$ cat src/core/optcfg_pkg.sv
package optcfg_pkg;
    // Register port
    localparam int ADDR_W = 4;
    localparam int DATA_W = 16;
    localparam logic [3:0] ADDR_WORD0 = 4'h0;
    localparam logic [3:0] ADDR_WORD1 = 4'h1;
    localparam logic [3:0] ADDR_WORD2 = 4'h2;
    localparam logic [3:0] ADDR_STATUS = 4'h3;
    localparam logic [3:0] ADDR_CTRL = 4'h4;
    localparam int CTRL_RELOAD = 0;
    localparam int STAT_VALID = 0;
    localparam int STAT_DROP = 1;
    localparam int STAT_BELOW = 2;
    localparam int STAT_ABOVE = 3;
    localparam int STAT_LOADING = 4;

    // Option word store
    localparam int WORD_W = 13;
    localparam int NUM_WORDS = 3;
    localparam int IDX_W = 2;
    localparam logic [12:0] WORD0_DFLT = 13'h0FF7;
    localparam logic [12:0] WORD1_DFLT = 13'h17FF;
    localparam logic [12:0] WORD2_DFLT = 13'h0E00;

    // Word 0 fields
    localparam int W0_PKG_HI = 12;
    localparam int W0_PKG_LO = 11;
    localparam int W0_THR_HI = 10;
    localparam int W0_THR_LO = 9;
    localparam int W0_CYCLE = 8;
    localparam int W0_WDT_N = 7;
    localparam int W0_OSC_HI = 6;
    localparam int W0_OSC_LO = 4;
    localparam int W0_PROT_HI = 2;
    // Word 1 fields
    localparam int W1_RSTPIN = 10;
    localparam int W1_CLKOUT = 9;
    localparam int W1_FWIDTH = 8;
    localparam int W1_FEN = 7;
    localparam int W1_RCF_HI = 1;
    // Word 2 fields
    localparam int W2_FMODE = 11;
    localparam int W2_ID_HI = 8;

    // Encodings
    localparam logic [1:0] THR_POR_ONLY = 2'h3;
    localparam logic [1:0] THR_2V5 = 2'h2;
    localparam logic [1:0] THR_3V0 = 2'h1;
    localparam logic [1:0] THR_4V0 = 2'h0;
    localparam logic [1:0] PKG_20PIN = 2'h1;
    localparam logic [1:0] PKG_24PIN = 2'h2;
    localparam logic [1:0] OSC_EXT_RC = 2'h0;
    localparam logic [1:0] OSC_INT_RC = 2'h1;
    localparam logic [2:0] OSC_LOW_XTAL = 3'h4;
    localparam logic [2:0] OSC_HIGH_XTAL = 3'h5;
    localparam logic [2:0] OSC_WATCH_XTAL = 3'h6;
    localparam logic [2:0] OSC_MID_XTAL = 3'h7;

    // Supply drop timing
    localparam int SYS_CLK_MHZ = 200;
    localparam int DROP_TIME_NS = 10000;
    localparam int DROP_CYCLES = (DROP_TIME_NS * SYS_CLK_MHZ + 999) / 1000;
    localparam int CNT_W = 12;

    typedef enum logic [2:0]
    {
        LD_IDLE = 3'h0,
        LD_W0 = 3'h1,
        LD_W1 = 3'h3,
        LD_W2 = 3'h2,
        LD_DONE = 3'h6
    } load_state_t;
endpackage

$ cat src/core/option_word_config_decoder.sv
// Our own choices: the register offsets and the address-and-strobe port.
`timescale 1ns/10ps
module option_word_config_decoder (
    // Clock, reset, enable
    input wire logic sys_clk,
    input wire logic rstn,
    input wire logic ce,
    // Register port
    input wire logic [optcfg_pkg::ADDR_W-1:0] reg_addr,
    input wire logic [optcfg_pkg::DATA_W-1:0] reg_wdata,
    input wire logic reg_wr,
    input wire logic reg_rd,
    output logic [optcfg_pkg::DATA_W-1:0] reg_rdata,
    // Supply comparators, asynchronous
    input wire logic supply_below_reset,
    input wire logic supply_above_release,
    // Core state, same clock
    input wire logic sleep_mode,
    // Supply reset
    output logic supply_drop_reset,
    output logic [1:0] supply_threshold_sel,
    // Decoded word 0
    output logic config_valid,
    output logic package_20pin,
    output logic package_24pin,
    output logic cycle_length_sel,
    output logic watchdog_enable,
    output logic external_rc_mode,
    output logic internal_rc_mode,
    output logic low_crystal_mode,
    output logic high_crystal_mode,
    output logic watch_crystal_mode,
    output logic mid_crystal_mode,
    output logic osc_out_gpio,
    output logic osc_out_clock,
    output logic osc_out_open_drain,
    output logic osc_in_gpio,
    output logic [2:0] code_protect_en,
    // Decoded words 1 and 2
    output logic ext_reset_en,
    output logic filter_width_sel,
    output logic filter_active,
    output logic filter_mode_sel,
    output logic [1:0] rc_freq_sel,
    output logic [8:0] customer_code
);
    import optcfg_pkg::*;

    function automatic logic is_rc_mode(input logic [2:0] osc);
        return !osc[2];
    endfunction

    // Synchronisers
    logic below_meta_r, below_s_r, above_meta_r, above_s_r;
    // Loader
    load_state_t state_r, state_nxt;
    logic load_req_r, load_req_nxt;
    logic [WORD_W-1:0] cfg0_r, cfg1_r, cfg2_r;
    logic [WORD_W-1:0] cfg0_nxt, cfg1_nxt, cfg2_nxt;
    logic [IDX_W-1:0] mem_rd_idx;
    logic [WORD_W-1:0] mem_rd_data;
    logic mem_wr_en;
    logic reload_wr;
    // Supply supervision
    logic [CNT_W-1:0] cnt_r, cnt_nxt;
    logic drop_r, drop_nxt;
    logic superv_en;
    // Decoded outputs
    logic [1:0] thr_r, thr_nxt;
    logic valid_r, valid_nxt;
    logic pkg20_r, pkg20_nxt, pkg24_r, pkg24_nxt;
    logic cyc_r, cyc_nxt, wdt_r, wdt_nxt;
    logic erc_r, erc_nxt, irc_r, irc_nxt;
    logic lxt_r, lxt_nxt, hxt_r, hxt_nxt;
    logic wxt_r, wxt_nxt, mxt_r, mxt_nxt;
    logic ogpio_r, ogpio_nxt, oclk_r, oclk_nxt;
    logic ood_r, ood_nxt, igpio_r, igpio_nxt;
    logic [2:0] prot_r, prot_nxt;
    logic xrst_r, xrst_nxt, fwid_r, fwid_nxt;
    logic fact_r, fact_nxt, fmode_r, fmode_nxt;
    logic [1:0] rcf_r, rcf_nxt;
    logic [8:0] cid_r, cid_nxt;
    logic [2:0] osc;
    // Register read
    logic [DATA_W-1:0] rdata_r, rdata_nxt;
    logic [DATA_W-1:0] status;

    optword_store u_store (
        .sys_clk(sys_clk),
        .rstn(rstn),
        .ce(ce),
        .wr_en(mem_wr_en),
        .wr_idx(reg_addr[IDX_W-1:0]),
        .wr_data(reg_wdata[WORD_W-1:0]),
        .rd_idx(mem_rd_idx),
        .rd_data(mem_rd_data)
    );

    // Comparators are analog, so only the second stage is ever read
    always_ff @(posedge sys_clk or negedge rstn)
    begin
        if (!rstn)
        begin
            below_meta_r <= 1'b0;
            below_s_r <= 1'b0;
            above_meta_r <= 1'b0;
            above_s_r <= 1'b0;
        end
        else if (ce)
        begin
            below_meta_r <= supply_below_reset;
            below_s_r <= below_meta_r;
            above_meta_r <= supply_above_release;
            above_s_r <= above_meta_r;
        end
    end

    always_comb
    begin
        mem_wr_en = reg_wr && reg_addr <= ADDR_WORD2;
        reload_wr = reg_wr && reg_addr == ADDR_CTRL
            && reg_wdata[CTRL_RELOAD];
        state_nxt = state_r;
        cfg0_nxt = cfg0_r;
        cfg1_nxt = cfg1_r;
        cfg2_nxt = cfg2_r;
        mem_rd_idx = '0;
        // A new request set in the taking cycle is kept, not lost
        load_req_nxt = (load_req_r && state_r != LD_IDLE) || reload_wr
            || (drop_nxt && !drop_r);
        case (state_r)
            LD_IDLE:
            begin
                if (load_req_r)
                    state_nxt = LD_W0;
            end
            LD_W0:
            begin
                cfg0_nxt = mem_rd_data;
                mem_rd_idx = 2'h1;
                state_nxt = LD_W1;
            end
            LD_W1:
            begin
                cfg1_nxt = mem_rd_data;
                mem_rd_idx = 2'h2;
                state_nxt = LD_W2;
            end
            LD_W2:
            begin
                cfg2_nxt = mem_rd_data;
                state_nxt = LD_DONE;
            end
            LD_DONE:
            begin
                if (load_req_r)
                    state_nxt = LD_IDLE;
            end
            default:
                state_nxt = LD_IDLE;
        endcase
    end

    // Config regs keep old values while reloading, so supervision
    // never drops out during a reload under reset
    always_ff @(posedge sys_clk or negedge rstn)
    begin
        if (!rstn)
        begin
            state_r <= LD_IDLE;
            load_req_r <= 1'b1;
            cfg0_r <= WORD0_DFLT;
            cfg1_r <= WORD1_DFLT;
            cfg2_r <= WORD2_DFLT;
        end
        else if (ce)
        begin
            state_r <= state_nxt;
            load_req_r <= load_req_nxt;
            cfg0_r <= cfg0_nxt;
            cfg1_r <= cfg1_nxt;
            cfg2_r <= cfg2_nxt;
        end
    end

    always_comb
    begin
        superv_en = cfg0_r[W0_THR_HI:W0_THR_LO] != THR_POR_ONLY;
        cnt_nxt = '0;
        drop_nxt = drop_r;
        if (!superv_en)
            drop_nxt = 1'b0;
        else if (drop_r)
        begin
            if (above_s_r)
                drop_nxt = 1'b0;
        end
        else if (below_s_r)
        begin
            if (cnt_r == CNT_W'(DROP_CYCLES - 1))
                drop_nxt = 1'b1;
            else
                cnt_nxt = cnt_r + 1'b1;
        end
    end

    always_ff @(posedge sys_clk or negedge rstn)
    begin
        if (!rstn)
        begin
            cnt_r <= '0;
            drop_r <= 1'b0;
        end
        else if (ce)
        begin
            cnt_r <= cnt_nxt;
            drop_r <= drop_nxt;
        end
    end

    always_comb
    begin
        osc = cfg0_r[W0_OSC_HI:W0_OSC_LO];
        valid_nxt = state_r == LD_DONE;
        thr_nxt = cfg0_r[W0_THR_HI:W0_THR_LO];
        pkg20_nxt = cfg0_r[W0_PKG_HI:W0_PKG_LO] == PKG_20PIN;
        pkg24_nxt = cfg0_r[W0_PKG_HI:W0_PKG_LO] == PKG_24PIN;
        cyc_nxt = cfg0_r[W0_CYCLE];
        wdt_nxt = !cfg0_r[W0_WDT_N];
        erc_nxt = osc[2:1] == OSC_EXT_RC;
        irc_nxt = osc[2:1] == OSC_INT_RC;
        lxt_nxt = osc == OSC_LOW_XTAL;
        hxt_nxt = osc == OSC_HIGH_XTAL;
        wxt_nxt = osc == OSC_WATCH_XTAL;
        mxt_nxt = osc == OSC_MID_XTAL;
        ogpio_nxt = is_rc_mode(osc) && !osc[0];
        igpio_nxt = osc[2:1] == OSC_INT_RC;
        oclk_nxt = is_rc_mode(osc) && osc[0] && cfg1_r[W1_CLKOUT];
        ood_nxt = is_rc_mode(osc) && osc[0] && !cfg1_r[W1_CLKOUT];
        prot_nxt = ~cfg0_r[W0_PROT_HI:0];
        xrst_nxt = !cfg1_r[W1_RSTPIN];
        fwid_nxt = cfg1_r[W1_FWIDTH];
        fact_nxt = cfg1_r[W1_FEN] && osc != OSC_WATCH_XTAL && !sleep_mode;
        fmode_nxt = cfg2_r[W2_FMODE];
        rcf_nxt = cfg1_r[W1_RCF_HI:0];
        cid_nxt = cfg2_r[W2_ID_HI:0];
    end

    always_ff @(posedge sys_clk or negedge rstn)
    begin
        if (!rstn)
        begin
            valid_r <= 1'b0;
            thr_r <= THR_POR_ONLY;
            {pkg20_r, pkg24_r, cyc_r, wdt_r} <= 4'h0;
            {erc_r, irc_r, lxt_r, hxt_r, wxt_r, mxt_r} <= 6'h00;
            {ogpio_r, oclk_r, ood_r, igpio_r} <= 4'h0;
            prot_r <= 3'h0;
            {xrst_r, fwid_r, fact_r, fmode_r} <= 4'h0;
            rcf_r <= 2'h0;
            cid_r <= 9'h000;
        end
        else if (ce)
        begin
            valid_r <= valid_nxt;
            thr_r <= thr_nxt;
            {pkg20_r, pkg24_r, cyc_r, wdt_r} <=
                {pkg20_nxt, pkg24_nxt, cyc_nxt, wdt_nxt};
            {erc_r, irc_r, lxt_r, hxt_r, wxt_r, mxt_r} <=
                {erc_nxt, irc_nxt, lxt_nxt, hxt_nxt, wxt_nxt, mxt_nxt};
            {ogpio_r, oclk_r, ood_r, igpio_r} <=
                {ogpio_nxt, oclk_nxt, ood_nxt, igpio_nxt};
            prot_r <= prot_nxt;
            {xrst_r, fwid_r, fact_r, fmode_r} <=
                {xrst_nxt, fwid_nxt, fact_nxt, fmode_nxt};
            rcf_r <= rcf_nxt;
            cid_r <= cid_nxt;
        end
    end

    // Read data stand for one cycle only, zero otherwise
    always_comb
    begin
        status = '0;
        status[STAT_VALID] = valid_r;
        status[STAT_DROP] = drop_r;
        status[STAT_BELOW] = below_s_r;
        status[STAT_ABOVE] = above_s_r;
        status[STAT_LOADING] = state_r != LD_DONE;
        rdata_nxt = '0;
        if (reg_rd)
        begin
            case (reg_addr)
                ADDR_WORD0: rdata_nxt = DATA_W'(cfg0_r);
                ADDR_WORD1: rdata_nxt = DATA_W'(cfg1_r);
                ADDR_WORD2: rdata_nxt = DATA_W'(cfg2_r);
                ADDR_STATUS: rdata_nxt = status;
                ADDR_CTRL: rdata_nxt = DATA_W'(load_req_r);
                default: rdata_nxt = '0;
            endcase
        end
    end

    always_ff @(posedge sys_clk or negedge rstn)
    begin
        if (!rstn)
            rdata_r <= '0;
        else if (ce)
            rdata_r <= rdata_nxt;
    end

    assign reg_rdata = rdata_r;
    assign supply_drop_reset = drop_r;
    assign supply_threshold_sel = thr_r;
    assign config_valid = valid_r;
    assign package_20pin = pkg20_r;
    assign package_24pin = pkg24_r;
    assign cycle_length_sel = cyc_r;
    assign watchdog_enable = wdt_r;
    assign external_rc_mode = erc_r;
    assign internal_rc_mode = irc_r;
    assign low_crystal_mode = lxt_r;
    assign high_crystal_mode = hxt_r;
    assign watch_crystal_mode = wxt_r;
    assign mid_crystal_mode = mxt_r;
    assign osc_out_gpio = ogpio_r;
    assign osc_out_clock = oclk_r;
    assign osc_out_open_drain = ood_r;
    assign osc_in_gpio = igpio_r;
    assign code_protect_en = prot_r;
    assign ext_reset_en = xrst_r;
    assign filter_width_sel = fwid_r;
    assign filter_active = fact_r;
    assign filter_mode_sel = fmode_r;
    assign rc_freq_sel = rcf_r;
    assign customer_code = cid_r;
endmodule

$ cat src/core/optword_store.sv
`timescale 1ns/10ps
module optword_store (
    // Clock and reset
    input wire logic sys_clk,
    input wire logic rstn,
    input wire logic ce,
    // Programming port
    input wire logic wr_en,
    input wire logic [optcfg_pkg::IDX_W-1:0] wr_idx,
    input wire logic [optcfg_pkg::WORD_W-1:0] wr_data,
    // Read port, data one cycle later
    input wire logic [optcfg_pkg::IDX_W-1:0] rd_idx,
    output logic [optcfg_pkg::WORD_W-1:0] rd_data
);
    import optcfg_pkg::*;

    logic [WORD_W-1:0] word_r [NUM_WORDS];
    logic [WORD_W-1:0] word_nxt [NUM_WORDS];
    logic [WORD_W-1:0] rd_data_r;
    logic [WORD_W-1:0] rd_data_nxt;

    always_comb
    begin
        for (int i = 0; i < NUM_WORDS; i++)
        begin
            word_nxt[i] = word_r[i];
            if (wr_en && wr_idx == IDX_W'(i))
                word_nxt[i] = wr_data;
        end
        rd_data_nxt = '0;
        if (32'(rd_idx) < NUM_WORDS)
            rd_data_nxt = word_r[rd_idx];
    end

    // Power-on reset models the unprogrammed, all-default store
    always_ff @(posedge sys_clk or negedge rstn)
    begin
        if (!rstn)
        begin
            word_r[0] <= WORD0_DFLT;
            word_r[1] <= WORD1_DFLT;
            word_r[2] <= WORD2_DFLT;
            rd_data_r <= '0;
        end
        else if (ce)
        begin
            word_r <= word_nxt;
            rd_data_r <= rd_data_nxt;
        end
    end

    assign rd_data = rd_data_r;
endmodule

$ cat config.mk
export PLATFORM = sky130hd
export DESIGN_NAME = option_word_config_decoder
export DESIGN_NICKNAME = d
export VERILOG_FILES = /design/src/core/optcfg_pkg.sv /design/src/core/option_word_config_decoder.sv /design/src/core/optword_store.sv
export SDC_FILE = /design/constraint.sdc
export NUM_CORES = 1
export LEC_CHECK = 0
export BUFFER_PORTS_ARGS = -buffer_cell sky130_fd_sc_hd__clkbuf_2
export CAP_MARGIN = 20
export CORE_AREA = 3 3 120 122
export CTS_CLUSTER_DIAMETER = 150
export DETAILED_ROUTE_END_ITERATION = 6
export DIE_AREA = 0 0 123 125
export GPL_TIMING_DRIVEN = 0
export PLACE_DENSITY = 0.72
export SYNTH_ARGS = -nofsm -noshare
export SYNTH_HDL_FRONTEND = slang
export SYNTH_SLANG_ARGS = --single-unit
$ cat constraint.sdc
create_clock -name sys_clk -period 1.9 [get_ports sys_clk]
set_input_delay 0.38 -clock sys_clk [delete_from_list [all_inputs] [get_ports sys_clk]]
set_output_delay 0.38 -clock sys_clk [all_outputs]
set_load 0.02 [all_outputs]
# After elaboration in Yosys (flattened, before gate mapping)
# Index checks and enable logic that the tools add are counted.
# op_classes
bitwise_logic	2
n_reduce_logical	35
add_sub_neg	1
muxes	19
n_lt_le_gt_ge	3
n_eq_ne	23
# ops
cell	count
13-bit one-hot mux with 5 select lines	1
13-bit 2-to-1 mux	4
12-bit 2-to-1 mux	4
13-bit binary-select mux with 2-bit select	1
3-bit == test, second input constant	5
3-bit one-hot mux with 5 select lines	1
1-bit logical AND	14
12-bit by 1-bit adder with 12-bit output, second input constant	1
12-bit by 11-bit == test with 1-bit output, second input constant	1
2-bit AND reduction	6
4-bit by 2-bit == test with 1-bit output, second input constant	2
1-bit logical NOT	7
2-bit by 1-bit == test with 1-bit output, second input constant	3
3-bit by 2-bit == test with 1-bit output, second input constant	2
3-bit 2-to-1 mux	2
2-bit != test, second input constant	3
3-bit != test, second input constant	2
1-bit 2-to-1 mux	5
2-bit == test, second input constant	2
4-bit by 1-bit == test with 1-bit output, second input constant	1
4-bit by 3-bit == test with 1-bit output, second input constant	1
4-bit by 2-bit less-or-equal comparator with 1-bit output, second input constant	1
2-bit logical NOT	2
4-bit logical NOT	1
10 further kinds	11
# word_totals
ff_bits	162

# Depth between registers and ports, before layout
# depth
ltp_word	7
mapped_depth	6

# Hierarchy
# Synthesis repeated with hierarchy kept, for this count alone.
# hier_totals
cells_unflattened	530
hier_area_um2	7078.0
# by_module_without_submodules
mod	instances	cells_each	area_per_inst_um2	seq_area_each_um2
option_word_config_decoder	1	372	4783.3	2713.9
optword_store	1	158	2294.7	1333.8

# Worst setup path before layout
# Ideal clock, no wire load.
# synth_timing
kind	input -> register
start	in ce
end	reg u_store.word_r[38] (netlist bit)
n_path_buf	2
t_arrival_ns	1.578
cell_stages	6
setup_slack_ns	0.197
setup_ns	0.125
path_cell_list	buf_2 > and2b_1 > and3_1 > nand2_1 > buf_2 > mux2_2
# synth_between
elab_chain_len	1
# synth_lines
item	line_no	text
start, declared	option_word_config_decoder.sv:7	input wire logic ce,
2-bit AND reduction (no line)	--	
end signal, assigned	optword_store.sv:47	word_r <= word_nxt;
end, declared	optword_store.sv:17	logic [WORD_W-1:0] word_r [NUM_WORDS];
# Every way passes these cells.
# A chain may end at the register's enable or synchronous reset.

# Worst setup path after layout
# layout_timing
start	reg cnt_r[0]
end	reg cnt_r[7]
# layout_between
elab_chain_len	5
# layout_lines
item	line_no	text
start, declared	option_word_config_decoder.sv:65	logic [CNT_W-1:0] cnt_r, cnt_nxt;
start signal, assigned	option_word_config_decoder.sv:216	cnt_r <= cnt_nxt;
12-bit by 1-bit adder with 12-bit output or 12-bit by 11-bit == test with 1-bit output (tied branches)	option_word_config_decoder.sv:203, option_word_config_decoder.sv:200	
12-bit 2-to-1 mux *	option_word_config_decoder.sv:200	if (cnt_r == CNT_W'(DROP_CYCLES - 1))
12-bit 2-to-1 mux *	option_word_config_decoder.sv:198	else if (below_s_r)
12-bit 2-to-1 mux *	option_word_config_decoder.sv:193	else if (drop_r)
12-bit 2-to-1 mux *	option_word_config_decoder.sv:191	if (!superv_en)
# Every way passes the cells marked *; elsewhere a longest branch is shown, timed or not.

==> run metrics <==
status finished clean; IO Port Bufs 70; TritonRoute pass-1 iters 4; RSZ-0062 raised after global routing no; iteration-0 DRC count of the detailed router 330; Critical Path AT 2.16 ns; Final Hold Violating Endpoints 0; asr flop ratio synth 100%; sum of negative setup slack 0 ns; Setup crit end kind flip-flop; CTS tree built; first-pass GRT wire length 25.6 mm; layout cells sized above 1 41.7%; Sink Count 159; wire length per cell 18.1 µm; Crit path buffers/inverters 1; area grow syn2layout 18.3%; total track usage 21.6%; cell area after synthesis 6970 µm²; syn avg cell area 12.2 µm²; Initial Util 52.4%; vias in the first global route 4903; crit path launch type flip-flop; Hold WS 0.184 ns; Vias/cell 5.51; H-Tree Depth 4; I/O pin count 80; Achievable Freq 553 MHz; Longest Clk Path Bufs 2; pins over their slew limit 0; hpwl dp 10.8 mm; Synth cell types 49; multi-input logic area 2580 µm²; ys flop type dfrtp_1; drt total wl 15.5 mm; core box area 13300 µm²; antenna violations before repair 0; CTS root buf clkbuf_16; routed via count 4715; MaxCap Viol Count 0; minimum clock period 1.81 ns; PwrDens 1300 nW/µm²; Setup violations, final 0; RD Place Congestion 0.841; crit-path cells ha_1 > nand3_1 > nor3_4 > buf_12 > o41a_2 > nor2_1; Max stage delay on crit path 0.43 ns; clock latency on the worst-skew pair 0.43 ns; cts bufs inserted 17; Die Span Y 125 µm; FP Rows 42; Reg clk slew, reported paths 0.06 ns; worst clock skew 0.00580 ns; Fill cells 1052; Post-synth EDFFs 0; max_slew headroom 47.8%; measured slew at the worst slew-check pin 0.784 ns; die area 15400 µm²; Worst VDD drop 755 µV; area leader, netlist dfrtp_1; antenna cells 0; largest cells by area after synthesis dfrtp_1 (37%), dfstp_2 (21%), mux2_2 (14%), mux2i_1 (4.3%), inv_1 (2.6%); final period utilization 95.2%; Reg area 4050 µm²; Hold Crit Class primary input to flip-flop; Total Nets Final 695; sequential fraction of the synthesis area 58.0%; DRC errors left 0; Crit path max-delay family simple AND/OR/NAND/NOR gates; Yosys warning count 0; total gr overflow 0; CP max stage cell dfrtp_1; die span in x 123 µm; #FFs+latches synth 159; crit-path max FO 9; largest net degree at the start of global routing 125; Leak 3.75 nW; critical path type flip-flop to flip-flop; required time of the critical path 2.25 ns; post-synth top area share 37.3%; cells after synthesis 572; Final ANT Viol Nets 0
[cell usage after synthesis (all sizes together) (4+ instances only)]
library cell  instances
clkbuf               12
o21ai                33
nand3                 6
a21oi                13
nor3                  5
buf                  23
o211ai               14
mux2i                30
nand4                 4
dfrtp               104
nand3b                7
mux2                 88
mux4                  4
nor2                 20
inv                  49
nand2                44
o22ai                18
dfstp                55
[registers in the layout (all words and copies together), names as in the netlist, 9 cells and up]
register	cells
cfg2_r	13
cfg1_r	13
u_store.rd_data	13
cnt_r	12
reg_rdata	13
u_store.word_r	39
cfg0_r	13
customer_code	9
[power by group]
part | switching (mW) | internal, mW | leakage, nW
Sequential | 0.545 | 4.38 | 1.93
Clock | 1.29 | 2.18 | 0.297
Combinational | 1.24 | 1.06 | 1.52
[per-layer routing]
metal | vias to the layer above | part of all wire, % | track usage, %
met5 | - | 0 | 0
met4 | 0 | 1.4 | 7.95
met2 | 118 | 50 | 35.4
li1 | 2183 | - | -
met3 | 15 | 5.4 | 4.16
met1 | 2399 | 43 | 28.7
[layout make-up]
cell class	instances	share of cell area [%]
inverter	49	2.23
tap	176	2.67
multi-input combinational	331	31.3
buffer	35	2.29
clock inverter	4	0.880
timing repair buffer	73	5.05
clock buffer	28	6.51
sequential	159	49.1
[stage by stage]
| stage | worst slack, ns | instance area, µm² | std cells | power, mW | utilization [%] |
|---|---|---|---|---|---|
| detailed placement | -0.296 | 7590 | 821 | 7.28 | 57.1 |
| global route | 0.00806 | 8250 | 855 | 11.2 | 62.1 |
| global placement | -2.13 | 7550 | 820 | 7.15 | 56.8 |
| CTS | 0.0327 | 8210 | 854 | 10.8 | 61.7 |
| finish | 0.0915 | 8250 | 855 | 10.7 | 62.1 |
| floorplan | 0.197 | 6980 | 574 | 6.44 | - |
[placed cells by master (no fill, tap or decap), drive strengths merged, types with 5 or more instances in the layout]
cell type / count
clkbuf: 112
dfrtp: 104
mux2: 88
dfstp: 55
inv: 49
nand2: 44
o21ai: 33
mux2i: 30
buf: 23
nor2: 20
o22ai: 18
o211ai: 14
a21oi: 13
nand3b: 7
nand3: 6
nor3: 5
[worst paths after layout]
| kind | start | end | slack [ns] | depth (start not counted) |
|---|---|---|---|---|
| max | cnt_r[0]$_DFFE_PN0P_ | cnt_r[7]$_DFFE_PN0P_ | 0.09 | 6 |
| min | supply_above_release | above_meta_r$_DFFE_PN0P_ | 0.18 | 2 |
| max reg2reg | cnt_r[0]$_DFFE_PN0P_ | cnt_r[7]$_DFFE_PN0P_ | 0.09 | 6 |
| min reg2reg | cfg1_r[12]$_DFFE_PN1P_ | cfg1_r[12]$_DFFE_PN1P_ | 0.48 | 2 |
| max in group asynchronous | rstn | u_store.word_r[29]$_DFFE_PN0P_ | 0.62 | 3 |
| min in group asynchronous | rstn | cnt_r[7]$_DFFE_PN0P_ | 0.43 | 2 |
[timing repair]
item,4_1_cts,5_1_grt
buffers inserted,0,1
endpoints found under the setup margin,9,41
hold buffers,1,0
hold endpoints to repair,26,0
pin swaps,0,1
gates resized for setup,1,11
[kinds of logic (layout without fill, tap and decap cells)]
kind of cell	count (synthesis)	in the layout	share of synthesized area, %
other cells	1	3	0.0538
compound gates	90	90	7.90
buf+inv	84	189	5.19
fa+ha+maj	1	1	0.179
mux	122	122	19.8
flops	159	159	58.0
simple gates	109	109	8.07
xor+xnor	6	6	0.754
No activity file was read; power rests on OpenSTA's default activity.
